## src/inc/lock_detect_pkg.sv

```systemverilog
// Shared constants and types for the lock-detect block.
// Assumes a 10 MHz system clock and a 30-bit parallel register port.
package lock_detect_pkg;

  // Register port geometry
  localparam int REG_W = 30;
  localparam int ADDR_W = 7;
  localparam int CNT_W = 16;
  localparam int PH_CNT_W = 10;

  // Register offsets
  localparam logic [6:0] LOCK_DETECT_ENABLE_ADDR = 7'h01;
  localparam logic [6:0] LOCK_WINDOW_OFFSET_CTRL_ADDR = 7'h05;
  localparam logic [6:0] PHASE_LOCK_THRESHOLDS_ADDR = 7'h06;
  localparam logic [6:0] WINDOW_LOCK_CONFIG_ADDR = 7'h07;
  localparam logic [6:0] OUTPUT_PIN_SELECT_ADDR = 7'h08;
  localparam logic [6:0] REFERENCE_PERIOD_COUNT_ADDR = 7'h10;
  localparam logic [6:0] PHASE_ERROR_COUNT_ADDR = 7'h11;
  localparam logic [6:0] LOCK_STATUS_ADDR = 7'h12;

  // Reset value of every writable register
  localparam logic [29:0] REG_RESET = 30'h0;

  // Field positions, enable register
  localparam int EN_WINDOW_BIT = 6;
  localparam int EN_PHASE_BIT = 7;
  localparam int EN_SPARE_BIT = 8;
  // Field positions, offset control register
  localparam int OFFSET_ON_BIT = 0;
  localparam int OFFSET_AFTER_BIT = 1;
  // Field positions, threshold register
  localparam int THR_LO_LSB = 0;
  localparam int THR_HI_LSB = 7;
  localparam int PH_COUNT_LSB = 14;
  // Field positions, window config register
  localparam int WIN_COUNT_LSB = 0;
  localparam int WIN_WIDTH_LSB = 16;
  localparam int WIN_SPEED_LSB = 19;
  localparam int RING_TEST_BIT = 21;
  localparam int WIN_SOURCE_BIT = 22;
  // Status register lock bits: combined, window and phase
  localparam int STATUS_LOCK_BIT = 2;
  localparam int STATUS_WIN_BIT = 0;
  localparam int STATUS_PH_BIT = 1;

  // Output-select code that routes the ring oscillator to the pin
  localparam logic [7:0] RING_TEST_SEL = 8'hc1;

  // Timing, in ns and in 10 MHz cycles
  localparam int SYS_CLK_KHZ = 10000;
  localparam int ANALOG_HALF_WINDOW_NS = 10;
  localparam int OFFSET_DELAY_NS = 200;
  localparam int ANALOG_HALF_RAW = ANALOG_HALF_WINDOW_NS * SYS_CLK_KHZ / 1000000;
  localparam int ANALOG_HALF_CYC = (ANALOG_HALF_RAW < 1) ? 1 : ANALOG_HALF_RAW;
  localparam int OFFSET_RAW = OFFSET_DELAY_NS * SYS_CLK_KHZ / 1000000;
  localparam int OFFSET_CYC = (OFFSET_RAW < 1) ? 1 : OFFSET_RAW;

  // Edge inputs from the phase detector and dividers
  typedef struct packed {
    logic ref_edge;
    logic vco_edge;
    logic pfd_up;
    logic pfd_dn;
  } pfd_pins_t;

endpackage

```

## src/rtl/lock_detector.sv

```systemverilog
// Lock detector with window and phase-measurement methods.
// Assumes registers are written over a parallel port behind the serial
// interface, and that pins are asynchronous to the 10 MHz clock.
//
// Notes on behaviour
// Two methods enabled by enable field
// Lock shown on pin and status register
// Source bit clear: fixed analog window
// Source bit set: ring periods set width
// Ring test mode drives pin, disables lock
// Window lock after consecutive in-window count
// Lock sets status bit; status read-only
// One out-of-window edge clears lock, count
// Offset bits both set: window after reference
// Offset only: window ahead of reference
// Reference period count readable
// Phase error count readable, each measurement
// Compare error with low and high thresholds
// Phase lock after consecutive in-threshold cycles
// Out-of-threshold cycle clears count and lock
// Disable or reset clears counters and lock
`timescale 1ns/1ps
`default_nettype none
module lock_detector
  import lock_detect_pkg::*;
(
  input wire logic SYS_CLK_IN,
  input wire logic RESETN_IN,
  input wire pfd_pins_t PFD_PINS_IN,
  input wire logic REG_WR_IN,
  input wire logic [ADDR_W-1:0] REG_ADDR_IN,
  input wire logic [REG_W-1:0] REG_WDATA_IN,
  output logic [REG_W-1:0] REG_RDATA_OUT,
  output logic LOCK_OUTPUT_PIN_OUT,
  output logic LOCK_INDICATION_OUT
);

  // Signed phase of a VCO edge relative to the nearest reference edge
  function automatic logic signed [17:0] edge_phase(
    input logic [CNT_W-1:0] age,
    input logic [CNT_W-1:0] period
  );
    logic signed [17:0] a;
    logic signed [17:0] p;
    a = $signed({2'b00, age});
    p = $signed({2'b00, period});
    // Late half of the period counts as early for the next edge
    if (age > (period >> 1)) begin
      edge_phase = a - p;
    end else begin
      edge_phase = a;
    end
  endfunction

  // Saturating increment of a count
  function automatic logic [CNT_W-1:0] sat_inc(input logic [CNT_W-1:0] v);
    sat_inc = (v == '1) ? v : v + 16'h0001;
  endfunction

  pfd_pins_t pin_level;  // Synchronised levels
  pfd_pins_t pin_rise;  // One-cycle rising edges

  pin_sync u_sync (
    .SYS_CLK_IN(SYS_CLK_IN),
    .RESETN_IN(RESETN_IN),
    .PINS_IN(PFD_PINS_IN),
    .LEVEL_OUT(pin_level),
    .RISE_OUT(pin_rise)
  );

  // Writable registers
  logic [REG_W-1:0] lock_detect_enable;
  logic [REG_W-1:0] lock_window_offset_ctrl;
  logic [REG_W-1:0] phase_lock_thresholds;
  logic [REG_W-1:0] window_lock_config;
  logic [REG_W-1:0] output_pin_select;
  logic [REG_W-1:0] rdata;  // Registered read answer
  logic [REG_W-1:0] next_lock_detect_enable;
  logic [REG_W-1:0] next_lock_window_offset_ctrl;
  logic [REG_W-1:0] next_phase_lock_thresholds;
  logic [REG_W-1:0] next_window_lock_config;
  logic [REG_W-1:0] next_output_pin_select;
  logic [REG_W-1:0] next_rdata;

  // Measurement state
  logic [CNT_W-1:0] ref_age;  // Cycles since last reference edge
  logic [CNT_W-1:0] ref_period;  // Last full reference period
  logic [CNT_W-1:0] phase_acc;  // Detector-active cycles this period
  logic [CNT_W-1:0] phase_error;  // Last completed phase error
  logic [CNT_W-1:0] next_ref_age;
  logic [CNT_W-1:0] next_ref_period;
  logic [CNT_W-1:0] next_phase_acc;
  logic [CNT_W-1:0] next_phase_error;

  // Ring oscillator model
  logic [1:0] ring_div;  // Divider for the ring speed
  logic ring_toggle;  // Oscillator waveform for the test pin
  logic [1:0] next_ring_div;
  logic next_ring_toggle;

  // Lock state of both methods
  logic [CNT_W-1:0] win_cnt;
  logic win_lock;
  logic [PH_CNT_W-1:0] ph_cnt;
  logic ph_lock;
  logic [CNT_W-1:0] next_win_cnt;
  logic next_win_lock;
  logic [PH_CNT_W-1:0] next_ph_cnt;
  logic next_ph_lock;

  // Decoded controls
  logic en_window;
  logic en_phase;
  logic ring_test;
  logic lock_flag;
  logic [2:0] win_width;
  logic [1:0] win_speed;
  logic [CNT_W-1:0] half_window;
  logic signed [17:0] center;
  logic signed [17:0] phase_err;
  logic in_window;
  logic [6:0] thr_lo;
  logic [6:0] thr_hi;
  logic in_thresholds;

  // Control decode
  always_comb begin
    en_window = lock_detect_enable[EN_WINDOW_BIT];
    en_phase = lock_detect_enable[EN_PHASE_BIT];
    ring_test = window_lock_config[RING_TEST_BIT]
      && (output_pin_select[7:0] == RING_TEST_SEL);
    win_width = window_lock_config[WIN_WIDTH_LSB +: 3];
    win_speed = window_lock_config[WIN_SPEED_LSB +: 2];
    thr_lo = phase_lock_thresholds[THR_LO_LSB +: 7];
    thr_hi = phase_lock_thresholds[THR_HI_LSB +: 7];
  end

  // Window half width: fixed analog, or half of ring periods times speed+1
  always_comb begin
    if (window_lock_config[WIN_SOURCE_BIT]) begin
      half_window = (({13'h0000, win_width}
        * ({14'h0000, win_speed} + 16'h0001)) >> 1);
      if (half_window == 16'h0000) begin
        half_window = 16'h0001;  // A window is never narrower than a cycle
      end
    end else begin
      half_window = CNT_W'(ANALOG_HALF_CYC);
    end
  end

  // Window centre moved by the fixed offset
  always_comb begin
    if (!lock_window_offset_ctrl[OFFSET_ON_BIT]) begin
      center = 18'sh00000;
    end else if (lock_window_offset_ctrl[OFFSET_AFTER_BIT]) begin
      center = 18'(OFFSET_CYC);
    end else begin
      center = -18'(OFFSET_CYC);
    end
    // Age as seen after the edge, so a coincident VCO edge reads zero
    phase_err = edge_phase(pin_rise.ref_edge ? '0 : ref_age + 16'h0001,
      ref_period) - center;
    // Comparison is symmetric, so the absolute value suffices
    if (phase_err < 0) begin
      in_window = (-phase_err) <= $signed({2'b00, half_window});
    end else begin
      in_window = phase_err <= $signed({2'b00, half_window});
    end
  end

  // Register file: writes, read mux
  always_comb begin
    next_lock_detect_enable = lock_detect_enable;
    next_lock_window_offset_ctrl = lock_window_offset_ctrl;
    next_phase_lock_thresholds = phase_lock_thresholds;
    next_window_lock_config = window_lock_config;
    next_output_pin_select = output_pin_select;
    if (REG_WR_IN) begin
      case (REG_ADDR_IN)
        LOCK_DETECT_ENABLE_ADDR: begin
          next_lock_detect_enable = REG_WDATA_IN;
        end
        LOCK_WINDOW_OFFSET_CTRL_ADDR: begin
          next_lock_window_offset_ctrl = REG_WDATA_IN;
        end
        PHASE_LOCK_THRESHOLDS_ADDR: begin
          next_phase_lock_thresholds = REG_WDATA_IN;
        end
        WINDOW_LOCK_CONFIG_ADDR: begin
          next_window_lock_config = REG_WDATA_IN;
        end
        OUTPUT_PIN_SELECT_ADDR: begin
          next_output_pin_select = REG_WDATA_IN;
        end
        // Read-only and unmapped offsets ignore writes
        default: begin
          next_output_pin_select = output_pin_select;
        end
      endcase
    end
    case (REG_ADDR_IN)
      LOCK_DETECT_ENABLE_ADDR: next_rdata = lock_detect_enable;
      LOCK_WINDOW_OFFSET_CTRL_ADDR: next_rdata = lock_window_offset_ctrl;
      PHASE_LOCK_THRESHOLDS_ADDR: next_rdata = phase_lock_thresholds;
      WINDOW_LOCK_CONFIG_ADDR: next_rdata = window_lock_config;
      OUTPUT_PIN_SELECT_ADDR: next_rdata = output_pin_select;
      REFERENCE_PERIOD_COUNT_ADDR: begin
        next_rdata = {14'h0000, ref_period};
      end
      PHASE_ERROR_COUNT_ADDR: begin
        next_rdata = {14'h0000, phase_error};
      end
      LOCK_STATUS_ADDR: begin
        next_rdata = '0;
        next_rdata[STATUS_LOCK_BIT] = lock_flag;
        next_rdata[STATUS_WIN_BIT] = win_lock;
        next_rdata[STATUS_PH_BIT] = ph_lock;
      end
      // Unmapped offsets read as zero
      default: next_rdata = '0;
    endcase
  end

  // Register file flops
  always_ff @(posedge SYS_CLK_IN or negedge RESETN_IN) begin
    if (!RESETN_IN) begin
      lock_detect_enable <= REG_RESET;
      lock_window_offset_ctrl <= REG_RESET;
      phase_lock_thresholds <= REG_RESET;
      window_lock_config <= REG_RESET;
      output_pin_select <= REG_RESET;
      rdata <= '0;
    end else begin
      lock_detect_enable <= next_lock_detect_enable;
      lock_window_offset_ctrl <= next_lock_window_offset_ctrl;
      phase_lock_thresholds <= next_phase_lock_thresholds;
      window_lock_config <= next_window_lock_config;
      output_pin_select <= next_output_pin_select;
      rdata <= next_rdata;
    end
  end

  // Delay-line model: period and phase error counted in clock cycles
  always_comb begin
    next_ring_div = ring_div;
    next_ring_toggle = ring_toggle;
    // Ring divider ticks every speed+1 cycles
    if (ring_div >= win_speed) begin
      next_ring_div = 2'b00;
      next_ring_toggle = ~ring_toggle;
    end else begin
      next_ring_div = ring_div + 2'b01;
    end
    // Detector active in either direction adds to the error
    if (pin_level.pfd_up || pin_level.pfd_dn) begin
      next_phase_acc = sat_inc(phase_acc);
    end else begin
      next_phase_acc = phase_acc;
    end
    next_ref_age = sat_inc(ref_age);
    next_ref_period = ref_period;
    next_phase_error = phase_error;
    if (pin_rise.ref_edge) begin
      next_ref_period = sat_inc(ref_age);
      next_phase_error = next_phase_acc;
      next_phase_acc = '0;
      next_ref_age = '0;
    end
  end

  // Measurement flops
  always_ff @(posedge SYS_CLK_IN or negedge RESETN_IN) begin
    if (!RESETN_IN) begin
      ring_div <= '0;
      ring_toggle <= 1'b0;
      ref_age <= '0;
      ref_period <= '0;
      phase_acc <= '0;
      phase_error <= '0;
    end else begin
      ring_div <= next_ring_div;
      ring_toggle <= next_ring_toggle;
      ref_age <= next_ref_age;
      ref_period <= next_ref_period;
      phase_acc <= next_phase_acc;
      phase_error <= next_phase_error;
    end
  end

  // Threshold test on the error that is about to be stored
  always_comb begin
    in_thresholds = (next_phase_error >= {9'h000, thr_lo})
      && (next_phase_error <= {9'h000, thr_hi});
  end

  // Lock counting for both methods
  always_comb begin
    next_win_cnt = win_cnt;
    next_win_lock = win_lock;
    next_ph_cnt = ph_cnt;
    next_ph_lock = ph_lock;
    // Window method, one comparison per VCO edge
    if (!en_window || ring_test) begin
      next_win_cnt = '0;
      next_win_lock = 1'b0;
    end else if (pin_rise.vco_edge) begin
      if (in_window) begin
        next_win_cnt = sat_inc(win_cnt);
        // Zero target behaves as one
        if (next_win_cnt >= window_lock_config[WIN_COUNT_LSB +: 16]) begin
          next_win_lock = 1'b1;
        end
      end else begin
        next_win_cnt = '0;
        next_win_lock = 1'b0;
      end
    end
    // Phase method, one comparison per reference cycle
    if (!en_phase || ring_test) begin
      next_ph_cnt = '0;
      next_ph_lock = 1'b0;
    end else if (pin_rise.ref_edge) begin
      if (in_thresholds) begin
        if (ph_cnt != '1) begin
          next_ph_cnt = ph_cnt + 10'h001;
        end
        if (next_ph_cnt >= phase_lock_thresholds[PH_COUNT_LSB +: 10]) begin
          next_ph_lock = 1'b1;
        end
      end else begin
        next_ph_cnt = '0;
        next_ph_lock = 1'b0;
      end
    end
  end

  // Lock flops; reset clears everything
  always_ff @(posedge SYS_CLK_IN or negedge RESETN_IN) begin
    if (!RESETN_IN) begin
      win_cnt <= '0;
      win_lock <= 1'b0;
      ph_cnt <= '0;
      ph_lock <= 1'b0;
    end else begin
      win_cnt <= next_win_cnt;
      win_lock <= next_win_lock;
      ph_cnt <= next_ph_cnt;
      ph_lock <= next_ph_lock;
    end
  end

  // Combined flag: every enabled method must be locked
  assign lock_flag = (en_window || en_phase)
    && (!en_window || win_lock) && (!en_phase || ph_lock);

  // Outputs; the pin shows the ring in test mode, else the lock
  assign REG_RDATA_OUT = rdata;
  assign LOCK_INDICATION_OUT = lock_flag;
  assign LOCK_OUTPUT_PIN_OUT = ring_test ? ring_toggle : lock_flag;

endmodule
`default_nettype wire

```

## src/rtl/pin_sync.sv

```systemverilog
// Two-stage synchroniser and rising-edge detect for the detector pins.
// Assumes the pins are asynchronous to the system clock.
`timescale 1ns/1ps
`default_nettype none
module pin_sync
  import lock_detect_pkg::*;
(
  input wire logic SYS_CLK_IN,
  input wire logic RESETN_IN,
  input wire pfd_pins_t PINS_IN,
  output pfd_pins_t LEVEL_OUT,
  output pfd_pins_t RISE_OUT
);

  pfd_pins_t meta;  // First stage, read only by the second
  pfd_pins_t stable;  // Second stage, safe to use
  pfd_pins_t prev;  // Delayed copy for edge detect
  pfd_pins_t next_meta;
  pfd_pins_t next_stable;
  pfd_pins_t next_prev;

  // Next values of the chain
  always_comb begin
    next_meta = PINS_IN;
    next_stable = meta;
    next_prev = stable;
  end

  // Registers of the chain
  always_ff @(posedge SYS_CLK_IN or negedge RESETN_IN) begin
    if (!RESETN_IN) begin
      meta <= '0;
      stable <= '0;
      prev <= '0;
    end else begin
      meta <= next_meta;
      stable <= next_stable;
      prev <= next_prev;
    end
  end

  assign LEVEL_OUT = stable;
  // Edge found only after both stages, never on the first
  assign RISE_OUT = stable & ~prev;

endmodule
`default_nettype wire

```

## config.mk

```make
export PLATFORM = sky130hd
export DESIGN_NAME = lock_detector
export DESIGN_NICKNAME = d
export VERILOG_FILES = /design/src/inc/lock_detect_pkg.sv /design/src/rtl/lock_detector.sv /design/src/rtl/pin_sync.sv
export SDC_FILE = /design/constraint.sdc
export NUM_CORES = 1
export LEC_CHECK = 0
export ABC_CLOCK_PERIOD_IN_PS = 7250
export BUFFER_PORTS_ARGS = -buffer_cell sky130_fd_sc_hd__clkbuf_2
export CAP_MARGIN = 10
export CORE_UTILIZATION = 55
export CTS_CLUSTER_SIZE = 28
export DETAILED_ROUTE_END_ITERATION = 16
export PLACE_DENSITY_LB_ADDON = 0.12
export SETUP_SLACK_MARGIN = 0.4
export SLEW_MARGIN = 0
export SYNTH_ARGS = -nofsm -noshare
export SYNTH_HDL_FRONTEND = slang
export SYNTH_SLANG_ARGS = --single-unit
```

## constraint.sdc

```tcl
create_clock -name SYS_CLK_IN -period 7.25 [get_ports SYS_CLK_IN]
set_input_delay 0.725 -clock SYS_CLK_IN [delete_from_list [all_inputs] [get_ports SYS_CLK_IN]]
set_output_delay 0.725 -clock SYS_CLK_IN [all_outputs]
set_load 0.02 [all_outputs]
```

==> metrics.txt <==
status finished, final reports clean; die width roughly 170 um; clock slew at reported path FFs around 0.060 ns; total CTS buffers 30; reg2reg path depth 28; Routed WL per cell 20.0 um; Gate Count Post-Synth around 1600; Setup violations, final 0; EDFF count, synth 0; Synth area leader dfrtp_1; clock latency on the worst-skew pair 0.59 ns; Clk pwr share 22.6%; post-synthesis async set-or-reset flop share between 90% and 100%; Seq/Total Area, Yosys roughly 44%; Logic pwr share between 50% and 60%; I/O pin cnt 76; drt via density 5.99; CP Max Fanout 7; Seq pwr share a little over a quarter; HP Class input port to asynchronous set/reset pin; clock tree sinks between 200 and 300; Final Max Tran Viols 0; global-route wire length before repair between 60000 and 70000 um; Final Critical Period between 6 and 7 ns; count of unique library cells instantiated by Yosys 74; Worst path max stage delay 0.43 ns; worst hold slack ~0.12 ns; DRC Markers 0; H-tree depth 1; design area around 18000 um2; Worst Skew 0.0460 ns; Synth Register Bits between 200 and 300; top cell type's share of synthesized area 43.9%; Port Buffers 75; Crit Path Class flip-flop to flip-flop; P_int around 4100 uW; Antenna Violating Nets Remaining 0; Cell Pwr Density about 370 nW/um2; drt initial violations about 1000; number of global-route vias before repair between 10000 and 15000; Max Cap Violations 0; clock root buffer master clkbuf_16; Synth Cell Area roughly 16000 um2; gr ovfl total 0; Routed Wire Length about 41000 um; Mapped Nets 1724; Global Route Usage Sum about 27%; Area growth, synth to finish 13.2%; normalized max-slew margin 34.0%; Worst path depth 28; CTS tree done; Placed Area between 15000 and 20000 um2; Worst path slowest cell dfrtp_1; largest net degree at the start of global routing 78; crit path launch type flip-flop; layout cells sized above 1 a little under a quarter; CP bufs+invs 4; net switching power between 2000 and 3000 uW; Worst Tran Pin Value 0.988 ns; CORE AREA between 20000 and 30000 um2; Leakage slightly below 0.009 uW; sum of negative setup slack 0 ns; deepest clock path buffer count 3; top post-synthesis cells by count dfrtp_1, mux2_2, nand2_1; Peak VDD IR between 0.0002 and 0.0003 V; critical path data arrival time around 7.0 ns; Die Span Y roughly 170 um; Hold Vio Cnt, Final 0; Pre-Repair DR Iteration Count 7; unrepaired setup endpoints after global routing false; row count between 60 and 70; Avg Inst Size Synth slightly above 10 um2; initial antenna violation count 2; hpwl dp 28900 um; period utilization between 90 and 100%; Synthesis Warnings 0; Initial Util a little under three fifths; most frequent cell after synthesis dfrtp_1; FMAX approximately 150 MHz; GP Congestion 0.876; Worst setup EP type flip-flop; # nets final approximately 1800; WP data required 7.71 ns; vias about 12000; Top Family by Delay on Critical Path compound AO/OA/AOI/OAI gates; sw frac between 30% and 40%; dominant synthesized flop cell dfrtp_1; Die ar. approximately 30000 um2; largest cells by area after synthesis dfrtp_1, mux2_2, ha_1
==> area by class of cell <==
class / instances / area [um2]
fillers: 2398 / 10500
multi-input cells: 1144 / 8810
flip-flops and latches: 285 / 7130
clock buffers: 45 / 887
repair buffers: 113 / 671
well taps: 384 / 480
inverters: 81 / 304
clock inverters: 9 / 103
diodes: 1 / 2.50
==> power groups by stage <==
| stage | clock network (uW) | registers, uW | logic [uW] |
|---|---|---|---|
| 2_1_floorplan | 0 | 1800 | 2400 |
| 3_3_place_gp | 0 | 1840 | 2960 |
| 3_5_place_dp | 0 | 1840 | 3020 |
| 4_1_cts | 1560 | 1810 | 3090 |
| 5_1_grt | 1620 | 1830 | 3790 |
| 6_report | 1530 | 1820 | 3420 |
==> logic make-up after synthesis <==
| kind of cell | count (synthesis) | share of synthesized area [%] |
|---|---|---|
| AO/OA/AOI/OAI | 314 | 13.9 |
| XOR/XNOR | 74 | 3.99 |
| adder cells (fa/ha/maj) | 109 | 8.58 |
| buffers and inverters | 143 | 3.40 |
| flip-flops | 285 | 43.9 |
| multiplexers | 176 | 12.1 |
| AND/OR/NAND/NOR | 470 | 14.1 |
==> flip-flops by register name (all words and copies together) (netlist names), 30 cells and up <==
name / flops
window_lock_config: 30
REG_RDATA_OUT: 30
lock_detect_enable: 30
phase_lock_thresholds: 30
output_pin_select: 30
lock_window_offset_ctrl: 30
==> layout by cell type (no fill, tap or decap), types with 5 or more instances in the layout <==
cell         n
a21o_1      26
a21oi_1     40
a222oi_1    33
a22oi_1     45
a31oi_1     13
and2_1      19
and3_1      18
buf_4       38
clkbuf_1     7
clkbuf_16   30
clkbuf_2    74
clkbuf_8     8
clkinv_2     5
dfrtp_1    284
ha_1       103
inv_1       79
mux2_2     166
mux2i_1     10
nand2_1    135
nand2b_1    18
nand3_1     63
nand3b_1     9
nand4_1     19
nor2_1     117
nor2_2       6
nor2b_1     17
nor3_1       9
nor4_1       6
o21a_1      18
o21ai_0     59
o21ai_1     10
o31ai_1      8
o31ai_2      9
xnor2_1     42
xor2_1      27
==> final timing paths <==
check | startpoint | endpoint | slack (ns)
min | RESETN_IN | ref_age[11] | 0.12
max reg2reg | ref_age[1] | win_cnt[8] | 0.70
min reg2reg | u_sync.meta[0] | u_sync.LEVEL_OUT[0] | 0.35
max | ref_age[1] | win_cnt[8] | 0.70
min in group SYS_CLK_IN | PFD_PINS_IN[1] | u_sync.meta[1] | 0.24
max in group asynchronous | RESETN_IN | lock_detect_enable[16] | 5.73
==> worst reg2reg max path, delay by kind of cell, from the launching register on <==
kind / cells / cell delay (ns)
AND/OR/NAND/NOR: 8 / 1.24
flip-flops: 1 / 0.43
adder cells (fa/ha/maj): 3 / 0.92
AO/OA/AOI/OAI: 9 / 2.23
buffers and inverters: 4 / 0.70
XOR/XNOR: 3 / 0.63
multiplexers: 1 / 0.32
==> what timing repair did <==
| item | CTS | global route |
|---|---|---|
| setup buffers | 0 | 13 |
| gates cloned | 0 | 1 |
| endpoints found under the setup margin | 17 | 17 |
| hold buffers | 0 | 0 |
| pin swaps | 0 | 13 |
| gates resized for setup | 7 | 40 |
==> metrics by stage <==
step	utilization (%)	total power [uW]	cells	worst slack (ns)
3_3_place_gp	59.2	4800	1993	0.266
4_1_cts	62.8	6460	2047	0.421
5_1_grt	63.7	7230	2061	0.313
6_report	63.7	6760	2062	0.696
2_1_floorplan	-	4190	1571	0.801
3_5_place_dp	59.2	4860	1993	0.0914
==> metal layers <==
layer  routed length (um)  global-route usage (%)  vias up  share of wire, %
met5                   10                       0        -             0.024
met1                18800                    38.2     6086                46
met3                 2540                    4.96       79               6.1
met4                 1250                    9.17        2               3.0
li1                     -                       -     5847                 -
met2                18700                    43.3      334                45
No activity file was read; power rests on OpenSTA's default activity.
